==> config.mk <==
export PLATFORM = sky130hd
export DESIGN_NAME = sgr_top
export DESIGN_NICKNAME = d
export VERILOG_FILES = /design/src/rtl/sgr_pkg.sv /design/src/rtl/sgr_timer.sv /design/src/rtl/sgr_top.sv
export SDC_FILE = /design/constraint.sdc
export NUM_CORES = 1
export LEC_CHECK = 0
export BUFFER_PORTS_ARGS = -buffer_cell sky130_fd_sc_hd__buf_2
export CAP_MARGIN = 10
export CORE_ASPECT_RATIO = 1.75
export CORE_MARGIN = 2
export CORE_UTILIZATION = 45
export CTS_CLUSTER_SIZE = 40
export DETAILED_ROUTE_END_ITERATION = 8
export GPL_ROUTABILITY_DRIVEN = 0
export PLACE_DENSITY = 0.76
export SYNTH_ARGS = -nofsm -noshare
export SYNTH_HDL_FRONTEND = slang
export SYNTH_SLANG_ARGS = --single-unit
export TNS_END_PERCENT = 100
==> constraint.sdc <==
create_clock -name clk_sys_in -period 5.24 [get_ports clk_sys_in]
set_input_delay 1.048 -clock clk_sys_in [delete_from_list [all_inputs] [get_ports clk_sys_in]]
set_output_delay 1.048 -clock clk_sys_in [all_outputs]
set_load 0.01 [all_outputs]
==> src/rtl/sgr_pkg.sv <==
/*
 File holds the shared constants and carriers of the bus-reset and gap-count block.
 Assumes a 125 MHz system clock and a 32-bit Avalon-MM register port.
*/
package sgr_pkg;
   // Register byte offsets
   localparam logic [3:0] SGR_OFS_PHY1    = 4'h4;
   localparam logic [3:0] SGR_OFS_PHY5    = 4'h5 * 4'h0 + 4'h8;
   localparam logic [3:0] SGR_OFS_STATUS  = 4'hC;
   // Field positions within PHY register 1 and register 5
   localparam int SGR_BIT_FULL_RST  = 7;
   localparam int SGR_BIT_HOLDOFF   = 6;
   localparam int SGR_GAP_LSB       = 0;
   localparam int SGR_BIT_SHORT_RST = 6;
   // Values
   localparam logic [5:0] SGR_GAP_MAX     = 6'h3F;
   localparam logic [5:0] SGR_GAP_RESET   = 6'h3F;
   localparam logic       SGR_HOLD_RESET  = 1'b0;
   localparam logic [1:0] SGR_RESET_LIMIT = 2'h2;
   // Bus reset durations, in microseconds and in cycles
   localparam int SGR_CLK_MHZ       = 125;
   localparam int SGR_LONG_RST_US   = 167;
   localparam int SGR_SHORT_RST_US  = 2;
   localparam int SGR_LONG_RST_CYC  = SGR_LONG_RST_US * SGR_CLK_MHZ;
   localparam int SGR_SHORT_RST_CYC = SGR_SHORT_RST_US * SGR_CLK_MHZ;
   localparam int SGR_CNT_W         = 16;

   // Configuration packet values carried in from the packet logic
   typedef struct packed
   {
      logic       valid;
      logic       holdoff;
      logic [5:0] gap;
   } sgr_cfg_t;

   typedef enum logic [1:0] {SGR_IDLE, SGR_LONG, SGR_SHORT} sgr_state_t;
endpackage

==> src/rtl/sgr_timer.sv <==
/*
 File holds the bus-reset duration timer.
 Assumes a load pulse with a nonzero count; done pulses once when the count runs out.
*/
`timescale 1ns/100ps
module sgr_timer
(
   input  wire logic                          clk_sys_in,
   input  wire logic                          rst_b_in,
   input  wire logic                          load_in,
   input  wire logic [sgr_pkg::SGR_CNT_W-1:0] count_in,
   output logic                               busy_out,
   output logic                               done_out
);
   import sgr_pkg::*;

   typedef struct packed
   {
      logic [SGR_CNT_W-1:0] cnt;
      logic                 busy;
      logic                 done;
   } sgr_tmr_t;

   sgr_tmr_t st_ff;
   sgr_tmr_t nxt_st;

   // Count down and pulse done on the last cycle
   always_comb
   begin
      nxt_st      = st_ff;
      nxt_st.done = 1'b0;
      if (load_in)
      begin
         nxt_st.cnt  = count_in;
         nxt_st.busy = 1'b1;
      end
      else if (st_ff.busy)
      begin
         if (st_ff.cnt <= 16'h0001)
         begin
            nxt_st.busy = 1'b0;
            nxt_st.done = 1'b1;
            nxt_st.cnt  = '0;
         end
         else
            nxt_st.cnt = st_ff.cnt - 16'h0001;
      end
   end

   // State register
   always_ff @(posedge clk_sys_in)
   begin
      if (!rst_b_in)
         st_ff <= '0;
      else
         st_ff <= nxt_st;
   end

   assign busy_out = st_ff.busy;
   assign done_out = st_ff.done;
endmodule

==> src/rtl/sgr_top.sv <==
/*
 File holds the gap-count and bus-reset control with its Avalon-MM register slave.
 Assumes packet logic presents transmitted and received configuration packets as one-cycle
 strobes, and that the cable side reports every bus reset it sees as a one-cycle pulse.
*/
// Our own choices: the Avalon-MM slave port and the address map.
`timescale 1ns/100ps
// Notes on behaviour
// [RL1] A one written to the full reset bit while idle starts a long bus reset and then initialisation.
// [RL2] Each write of register 1 also stores the written holdoff bit and gap count.
// [RL3] Holdoff and gap count load from each configuration packet sent or received; a register 1 write wins, then a sent packet.
// [RL4] Two bus resets in a row with no gap count update force the gap count to 63.
// [RL5] A reset started by a register 1 write keeps the gap count just written.
// [RL6] After a configuration packet software starts a reset with matching values.
// [RL7] Software may read register 1 back and rewrite it with the reset bit set.
// [RL8] Other register resets by software write gap 63 and keep the holdoff bit.
// [RL9] Software writes register 1 only together with the reset bit.
// [RL10] The short reset bit in register 5 starts a short reset while idle; that reset keeps the gap count.
module sgr_top
(
   input  wire logic             clk_sys_in,
   input  wire logic             rst_b_in,
   input  wire logic [3:0]       avs_address_in,
   input  wire logic             avs_read_in,
   input  wire logic             avs_write_in,
   input  wire logic [31:0]      avs_writedata_in,
   output logic      [31:0]      avs_readdata_out,
   output logic                  avs_waitrequest_out,
   input  wire sgr_pkg::sgr_cfg_t cfg_tx_in,
   input  wire sgr_pkg::sgr_cfg_t cfg_rx_in,
   input  wire logic             cable_reset_in,
   output logic                  bus_reset_out,
   output logic                  short_reset_out,
   output logic                  init_start_out,
   output logic [5:0]            gap_count_out,
   output logic                  root_holdoff_flag_out
);
   import sgr_pkg::*;

   typedef struct packed
   {
      sgr_state_t  state;
      logic [5:0]  gap;
      logic        holdoff;
      logic [1:0]  resets;
      logic        keep_gap;
      logic        ack;
      logic [31:0] rdata;
      logic        bus_rst;
      logic        short_rst;
      logic        init;
      logic [SGR_CNT_W-1:0] len;                  // Cycles spent in the running reset
   } sgr_st_t;

   // Whole block state and its next value
   sgr_st_t st_ff;
   sgr_st_t nxt_st;
   // Timer handshake
   logic    tmr_load;
   logic    tmr_done;
   logic [SGR_CNT_W-1:0] tmr_count;

   // Decode of a register access by its offset
   function automatic logic hit(input logic [3:0] a, input logic [3:0] ofs);
      hit = (a == ofs);
   endfunction

   // A request is seen while waitrequest is high and answered one cycle later; a write
   // acts only on the answer edge, where the master still holds address and data
   wire logic req      = (avs_read_in | avs_write_in) & ~st_ff.ack;
   wire logic take     = avs_write_in & st_ff.ack;
   wire logic wr1      = take & hit(avs_address_in, SGR_OFS_PHY1);
   wire logic wr5      = take & hit(avs_address_in, SGR_OFS_PHY5);
   wire logic full_go  = wr1 & avs_writedata_in[SGR_BIT_FULL_RST];
   wire logic short_go = wr5 & avs_writedata_in[SGR_BIT_SHORT_RST];
   wire logic idle     = (st_ff.state == SGR_IDLE);
   wire logic start_l  = full_go & idle;
   wire logic start_s  = short_go & idle & ~full_go;
   wire logic rst_end  = tmr_done;

   // Timer for the length of an own bus reset
   sgr_timer i_sgr_timer
   (
      .clk_sys_in (clk_sys_in),
      .rst_b_in   (rst_b_in),
      .load_in    (tmr_load),
      .count_in   (tmr_count),
      .busy_out   (),
      .done_out   (tmr_done)
   );

   // Load the timer with the length of the reset being started
   assign tmr_load  = start_l | start_s;
   assign tmr_count = start_l ? SGR_CNT_W'(SGR_LONG_RST_CYC) : SGR_CNT_W'(SGR_SHORT_RST_CYC);

   // Next state of register file, gap count logic and reset sequencer
   always_comb
   begin
      nxt_st       = st_ff;
      nxt_st.ack   = req;
      nxt_st.init  = 1'b0;
      nxt_st.rdata = '0;
      // Cycles spent in the running bus reset, watched by the length checks
      nxt_st.len   = (st_ff.bus_rst | st_ff.short_rst) ? st_ff.len + SGR_CNT_W'(1) : '0;
      // Read data are taken at the request edge and stand in the answer cycle
      if (req & avs_read_in)
      begin
         if (hit(avs_address_in, SGR_OFS_PHY1))
            nxt_st.rdata = {24'h0, 1'b0, st_ff.holdoff, st_ff.gap};
         else if (hit(avs_address_in, SGR_OFS_STATUS))
            nxt_st.rdata = {28'h0, st_ff.resets, st_ff.short_rst, st_ff.bus_rst};
      end
      // Bus reset completion counts consecutive resets
      if (rst_end | cable_reset_in)
      begin
         if (rst_end)
            nxt_st.init = 1'b1;                                // [RL1]
         if (st_ff.state == SGR_SHORT)
            nxt_st.resets = st_ff.resets;                      // [RL10]
         else if (st_ff.keep_gap)
            nxt_st.keep_gap = 1'b0;                            // [RL5]
         else if (st_ff.resets + 2'h1 >= SGR_RESET_LIMIT)
         begin
            nxt_st.gap    = SGR_GAP_MAX;                       // [RL4]
            nxt_st.resets = SGR_RESET_LIMIT;
         end
         else
            nxt_st.resets = st_ff.resets + 2'h1;
      end
      if (rst_end)
      begin
         nxt_st.state     = SGR_IDLE;
         nxt_st.bus_rst   = 1'b0;
         nxt_st.short_rst = 1'b0;
      end
      // Packet loads win over a reset in the same cycle
      if (cfg_rx_in.valid)
      begin
         nxt_st.gap     = cfg_rx_in.gap;                       // [RL3]
         nxt_st.holdoff = cfg_rx_in.holdoff;
         nxt_st.resets  = 2'h0;
      end
      // A transmitted packet wins over a received one in the same cycle
      if (cfg_tx_in.valid)
      begin
         nxt_st.gap     = cfg_tx_in.gap;                       // [RL3]
         nxt_st.holdoff = cfg_tx_in.holdoff;
         nxt_st.resets  = 2'h0;
      end
      // Register 1 write stores both fields and marks an own reset as not counted
      if (wr1)
      begin
         nxt_st.gap      = avs_writedata_in[SGR_GAP_LSB +: 6]; // [RL2]
         nxt_st.holdoff  = avs_writedata_in[SGR_BIT_HOLDOFF];
         nxt_st.resets   = 2'h0;
         nxt_st.keep_gap = full_go;                            // [RL5]
      end
      // Own resets start only from idle; a request during a running one is refused
      if (start_l)
      begin
         nxt_st.state   = SGR_LONG;                            // [RL1]
         nxt_st.bus_rst = 1'b1;
      end
      else if (start_s)
      begin
         nxt_st.state     = SGR_SHORT;                         // [RL10]
         nxt_st.short_rst = 1'b1;
      end
   end

   // State register
   always_ff @(posedge clk_sys_in)
   begin
      if (!rst_b_in)
      begin
         // Gap count starts at its maximum and holdoff clear
         st_ff         <= '0;
         st_ff.state   <= SGR_IDLE;
         st_ff.gap     <= SGR_GAP_RESET;
         st_ff.holdoff <= SGR_HOLD_RESET;
      end
      else
         st_ff <= nxt_st;
   end

   // Outputs straight from the state register
   assign avs_readdata_out      = st_ff.rdata;
   assign avs_waitrequest_out   = ~st_ff.ack;
   assign bus_reset_out         = st_ff.bus_rst;
   assign short_reset_out       = st_ff.short_rst;
   assign init_start_out        = st_ff.init;
   assign gap_count_out         = st_ff.gap;
   assign root_holdoff_flag_out = st_ff.holdoff;
endmodule

# Word-level counts from Yosys, hierarchy flattened

Cells that the tools add are included.

$add $sub $neg: 2
Order comparisons: 2
Equal/unequal tests: 7
Multiplexer cells: 27
Bitwise logic cells: 20
Reductions and logical operators: 18

Operators by type and width:

| kind                                                   | count |
|---|---|
| 2-to-1 mux 6 bit                                       | 4 |
| 2-to-1 mux 18 bit                                      | 1 |
| 2-to-1 mux 9 bit                                       | 2 |
| 2-to-1 mux 17 bit                                      | 1 |
| <= comparator 16 x 1 -> 1 bit (second input constant)  | 1 |
| 2-to-1 mux 16 bit                                      | 1 |
| subtractor 16 x 1 -> 16 bit (second input constant)    | 1 |
| 2-to-1 mux 15 bit                                      | 1 |
| 2-to-1 mux 2 bit                                       | 7 |
| AND 1 bit                                              | 10 |
| 2-to-1 mux 10 bit                                      | 1 |
| equality test 4 bit (second input constant)            | 2 |
| nonzero test 2 bit                                     | 4 |
| nonzero test 4 bit                                     | 2 |
| 2-to-1 mux 7 bit                                       | 1 |
| inverter 1 bit                                         | 7 |
| 2-to-1 mux 1 bit                                       | 6 |
| AND reduction 2 bit                                    | 3 |
| nonzero test 3 bit                                     | 2 |
| OR reduction 3 bit                                     | 2 |
| equality test 4 x 3 -> 1 bit (second input constant)   | 1 |
| 2-to-1 mux 4 bit                                       | 1 |
| inequality test 4 x 3 -> 1 bit (second input constant) | 1 |
| inequality test 4 bit (second input constant)          | 1 |
| 11 further kinds                                       | 13 |

Flip-flop bits (word level): 66
Output and inout bits: 43
Logic and storage cells: 91

# Longest topological paths before layout

Word-level depth: 9
Gate-level depth with buffers: 8
Gate-level depth less buffers: 7

# Modules after synthesis

Synthesis repeated with hierarchy kept, for this count alone.

Cells, all modules: 285
Area total of the unflattened synthesis: 2438.6 um^2

By module, submodules not included:

| module    | times used | cells an instance | area each (um^2) |
|---|---|---|---|
| sgr_top   | 1          | 153               | 1345.0 |
| sgr_timer | 1          | 132               | 1093.5 |

# Worst setup path before layout

No wires, ideal clock.

Path type: input to register
Start point: in avs_address_in[3]
End point: reg st_ff (netlist bit root_holdoff_flag_out)
Library setup time: 0.128 ns
Arrival: 2.336 ns
Data required time: 5.112 ns
Slack: 2.776 ns
Stages on the path: 7
Cell sequence: clkbuf_1 > and3b_1 > and2_0 > clkbuf_1 > buf_2 > a221oi_1 > nor2_1

Word-level cells in the longest chain between the ends: 3
Elaborated cells between the ends (all ways): 4

RTL lines:

| what                                                                     | line           | RTL |
|---|---|---|
| start: declaration                                                       | sgr_top.sv:23  | `input wire logic [3:0] avs_address_in,` |
| equality test 4 x 3 -> 1 bit *                                           | sgr_top.sv:65  | `hit = (a == ofs);` |
| AND 1 bit *                                                              | sgr_top.sv:72  | `wire logic wr1 = take & hit(avs_address_in, SGR_OFS_PHY1);` |
| nonzero test 3 bit (no line) / 2-to-1 mux 10 bit (equally long branches) | n/a            |  |
| end signal: assignment                                                   | sgr_top.sv:183 | `st_ff <= nxt_st;` |
| end: declaration                                                         | sgr_top.sv:56  | `sgr_st_t st_ff;` |

Mark *: on every way between the ends. The rest lies on a longest branch, timed or not.
A chain may end at the register's enable or synchronous reset.

# Worst setup path after layout

Start point: in avs_address_in[1]
End point: reg st_ff (netlist bit gap_count_out[0])

Word-level cells in the longest chain between the ends: 4
Elaborated cells between the ends (all ways): 8

RTL lines:

| what                                                          | line |
|---|---|
| equality test 4 x 3 -> 1 bit *                                | sgr_top.sv:65 |
| AND 1 bit *                                                   | sgr_top.sv:72 |
| inequality test 4 bit (no line), or another cell as far along | n/a |
| AND reduction 4 bit (no line)                                 | n/a |

Marked as above.

==> results.md <==
* Outcome: finished clean
* DP Wirelength at around 4.1 mm
* Post-route non-filler standard cell count at 368
* Starting density of the core at 0.466
* CP max stage delay at approximately 0.67 ns
* Post-synth EDFFs at 0
* WL final at ~5.3 mm
* Max Clk Rate at ~400 MHz
* Count of boundary I/O pins at 100
* Async set or reset register ratio after synthesis at 0
* Cell with the largest stage delay on the worst path: sky130_fd_sc_hd__and2_0
* Worst rel slew slack at 0.371
* Most common cell in the netlist: sky130_fd_sc_hd__dfxtp_1
* Ratio of final minimum period to clock period at 0.474
* Count of routing violations after the opening detailed-route iteration at 37
* Reg2reg path depth at 7
* End of the worst hold path: avs_readdata_out[4]
* Worst R2R Start: i_sgr_timer.st_ff[2]
* Drt wl/cell at between 10 and 15 um
* Htree depth at 2
* Core box area at just under 5000 sq um
* Latest clock arrival within the worst-skew pair at about 0.3 ns
* Detail-routed via count per cell at approximately 5.5
* Num rows at 34
* Hold Path Cell Cnt at 1
* Floorplan die width at between 50 and 60 um
* Post-Synthesis Mean Instance Area at slightly above 8 sq um
* Largest net degree at the start of global routing at 22
* Number of synthesized register bits at around 40
* Register-to-register setup slack at ~3 ns
* Initial antenna violation count at 0
* Unrepaired setup endpoints after global routing: false
* Post_cts resized at 0
* Max-slew violation total from the final report at 0
* Post-synth top cells: 41 x sky130_fd_sc_hd__dfxtp_1, 38 x sky130_fd_sc_hd__buf_4, 29 x sky130_fd_sc_hd__nor2_1
* Final routed DRC violation total at 0
* WS Path Type: in -> reg
* Worst min-delay path category: reg -> reg
* Most area-consuming cells after synthesis: sky130_fd_sc_hd__dfxtp_1 36%, sky130_fd_sc_hd__buf_4 12%, sky130_fd_sc_hd__a21oi_1 5.2%
* GR Overflow Total at 0
* VDD IR-drop max at 191 uV
* Worst slack at placement at around 2.4 ns
* Antenna Violating Nets Remaining at 0
* Buffers inserted during post-CTS setup optimization at 0
* Clock tree from TritonCTS: built
* Syn Std Cell Area at 2300 sq um
* Number of buffers added on ports at 50
* Number of buffers created by CTS at 5
* Count of nets after finishing at roughly 370
* Count of endpoints failing setup in the final report at 0
* Post-Route Skew at 0.00711 ns
* Kind of cell adding the most delay to the critical path: simple AND/OR/NAND/NOR gates
* Crit Path Max Fanout at 16
* Max-capacitance violation count at 0
* Placed Cells at 360
* CTS Hold Bufs at 0
* Clock Root Buffer: sky130_fd_sc_hd__clkbuf_8
* Kind of end point of the critical path: flop
* Reg2reg end: i_sgr_timer.st_ff[14]
* Crit path buf inv count at 1
* Min Clock Period, post-route at ~2.5 ns
* Count of warnings emitted by yosys at 0
* Clock sink count at 41
* Static leakage at about 1.1 nW
* Fin util at 0.508
* Power Density at about 280 nW/um^2
* Transition time at the pin with the least slew margin at ~0.94 ns
* Vias in the first global route at approximately 1900
* CTS clock-pin slew for the worst setup and hold paths at ~0.080 ns
* Area occupied by multi-input gates at 1180 sq um
* Endpoint required time on the critical path at around 5.4 ns
* Critical-path cell list: buf_2, nor3b_1, and2_0, nor2_1, a21oi_1, o21ai_0
* Vertical die dimension at about 99 um
* Count of unique library cells instantiated by Yosys at 57
* Drt pass-1 iters at 4
* Mapped Cells at 278
* Post-synthesis cell type with the largest combined area: sky130_fd_sc_hd__dfxtp_1
* DR vias at between 2000 and 2500
* Number of buffers between clock root and the deepest sink at 2
* ANT cells at 0
* Combined flip-flop and latch cell area at 821 sq um
* Post-layout worst setup margin at between 2 and 3 ns
* Worst slack on hold paths at between 0.4 and 0.5 ns
* Total die area at about 5700 sq um
* Start point of the worst min-delay path: gap_count_out[4]
* Fraction of synthesized cell area taken by the top area cell type at 0.357
* Accumulated negative setup slack at 0 ns
* Overall global routing resource usage at 0.190
* CP Launch Type: input pin
* Final Hold Viols at 0
* Share of post-route cells with drive strength above 1 at 0.217
* Global-route wire length before repair at 8.48 mm
* Area added between synthesis and finish at 9.10%
* Worst Path Arrival at approximately 2.7 ns
* Sequential cell area fraction in the yosys report at 0.357
* Filler cell count at 478
* Ys flop type: sky130_fd_sc_hd__dfxtp_1
## placed cells by master (no fill, tap or decap), types with 2 or more instances in the layout
master,instances
sky130_fd_sc_hd__a21oi_1,24
sky130_fd_sc_hd__and2_1,4
sky130_fd_sc_hd__buf_2,50
sky130_fd_sc_hd__bufinv_16,2
sky130_fd_sc_hd__clkbuf_8,5
sky130_fd_sc_hd__conb_1,25
sky130_fd_sc_hd__dfxtp_1,41
sky130_fd_sc_hd__ha_1,3
sky130_fd_sc_hd__inv_1,13
sky130_fd_sc_hd__mux2i_1,8
sky130_fd_sc_hd__nand2_1,15
sky130_fd_sc_hd__nand2b_1,4
sky130_fd_sc_hd__nand3_1,8
sky130_fd_sc_hd__nand4_1,4
sky130_fd_sc_hd__nor2_1,29
sky130_fd_sc_hd__nor2b_1,2
sky130_fd_sc_hd__nor3_1,7
sky130_fd_sc_hd__nor3b_1,2
sky130_fd_sc_hd__nor4_1,6
sky130_fd_sc_hd__nor4_4,2
sky130_fd_sc_hd__o21ai_0,12
sky130_fd_sc_hd__o22ai_1,7
sky130_fd_sc_hd__o31ai_1,2
sky130_fd_sc_hd__or3_1,4
sky130_fd_sc_hd__or4_1,3
## sequential cells by signal (all words and copies together), names as in the netlist
name	cells
bus_reset_out	1
i_sgr_timer.st_ff	16
init_start_out	1
gap_count_out	6
i_sgr_timer.done_out	1
st_ff	6
root_holdoff_flag_out	1
short_reset_out	1
avs_readdata_out	7
i_sgr_timer.busy_out	1
## power by group
part	switching, W	internal, W
logic	0.0000424	0.0000262
registers	0.00000451	0.000317
clock network	0.000119	0.000192
total	0.000166	0.000535
## routing by layer
layer  GRT usage  vias up  wire length [um]
li1            -      994                 -
met1       0.180      943              1830
met2       0.364       84              2950
met3      0.0249       16               259
met4       0.116        0               219
met5           0        -                 0
## layout make-up
| class | count | area share |
|---|---|---|
| inverters | 13 | 0.0195 |
| repair buffers | 50 | 0.0999 |
| multi-input cells | 202 | 0.471 |
| flip-flops and latches | 41 | 0.328 |
| clock buffers | 5 | 0.0275 |
| clock inverters | 3 | 0.0275 |
| well taps | 54 | 0.0270 |
## worst max path at each step
stage / slack, ns / endpoint / from / cells after the start
after global placement: 2.46 / root_holdoff_flag_out / avs_address_in[1] / 6
final: 2.76 / gap_count_out[0] / avs_address_in[1] / 6
after global routing: 2.50 / gap_count_out[1] / avs_address_in[1] / 6
after CTS: 2.76 / gap_count_out[2] / avs_address_in[1] / 6
after floorplan: 2.78 / root_holdoff_flag_out / avs_address_in[3] / 7
after detailed placement: 2.45 / gap_count_out[2] / avs_address_in[1] / 6
## logic make-up (layout without fill, tap and decap cells)
group                      count (synthesis)  after routing  share of synthesized area
other                                      1             25                    0.00163
and+or+nand+nor                          102            102                      0.248
muxes                                      8              8                     0.0349
AOI/OAI and AO/OA                         64             64                      0.174
buffers and inverters                     59             71                      0.168
DFF                                       41             41                      0.357
adders and majority gates                  3              3                     0.0163
## metrics by stage
| step | cell area, sq um | total power (W) |
|---|---|---|
| floorplan | 2390 | 0.000390 |
| global placement | 2370 | 0.000395 |
| detailed placement | 2370 | 0.000397 |
| CTS | 2510 | 0.000704 |
| global route | 2510 | 0.000723 |
| finish | 2510 | 0.000701 |
(Power assumes the default switching activity.)
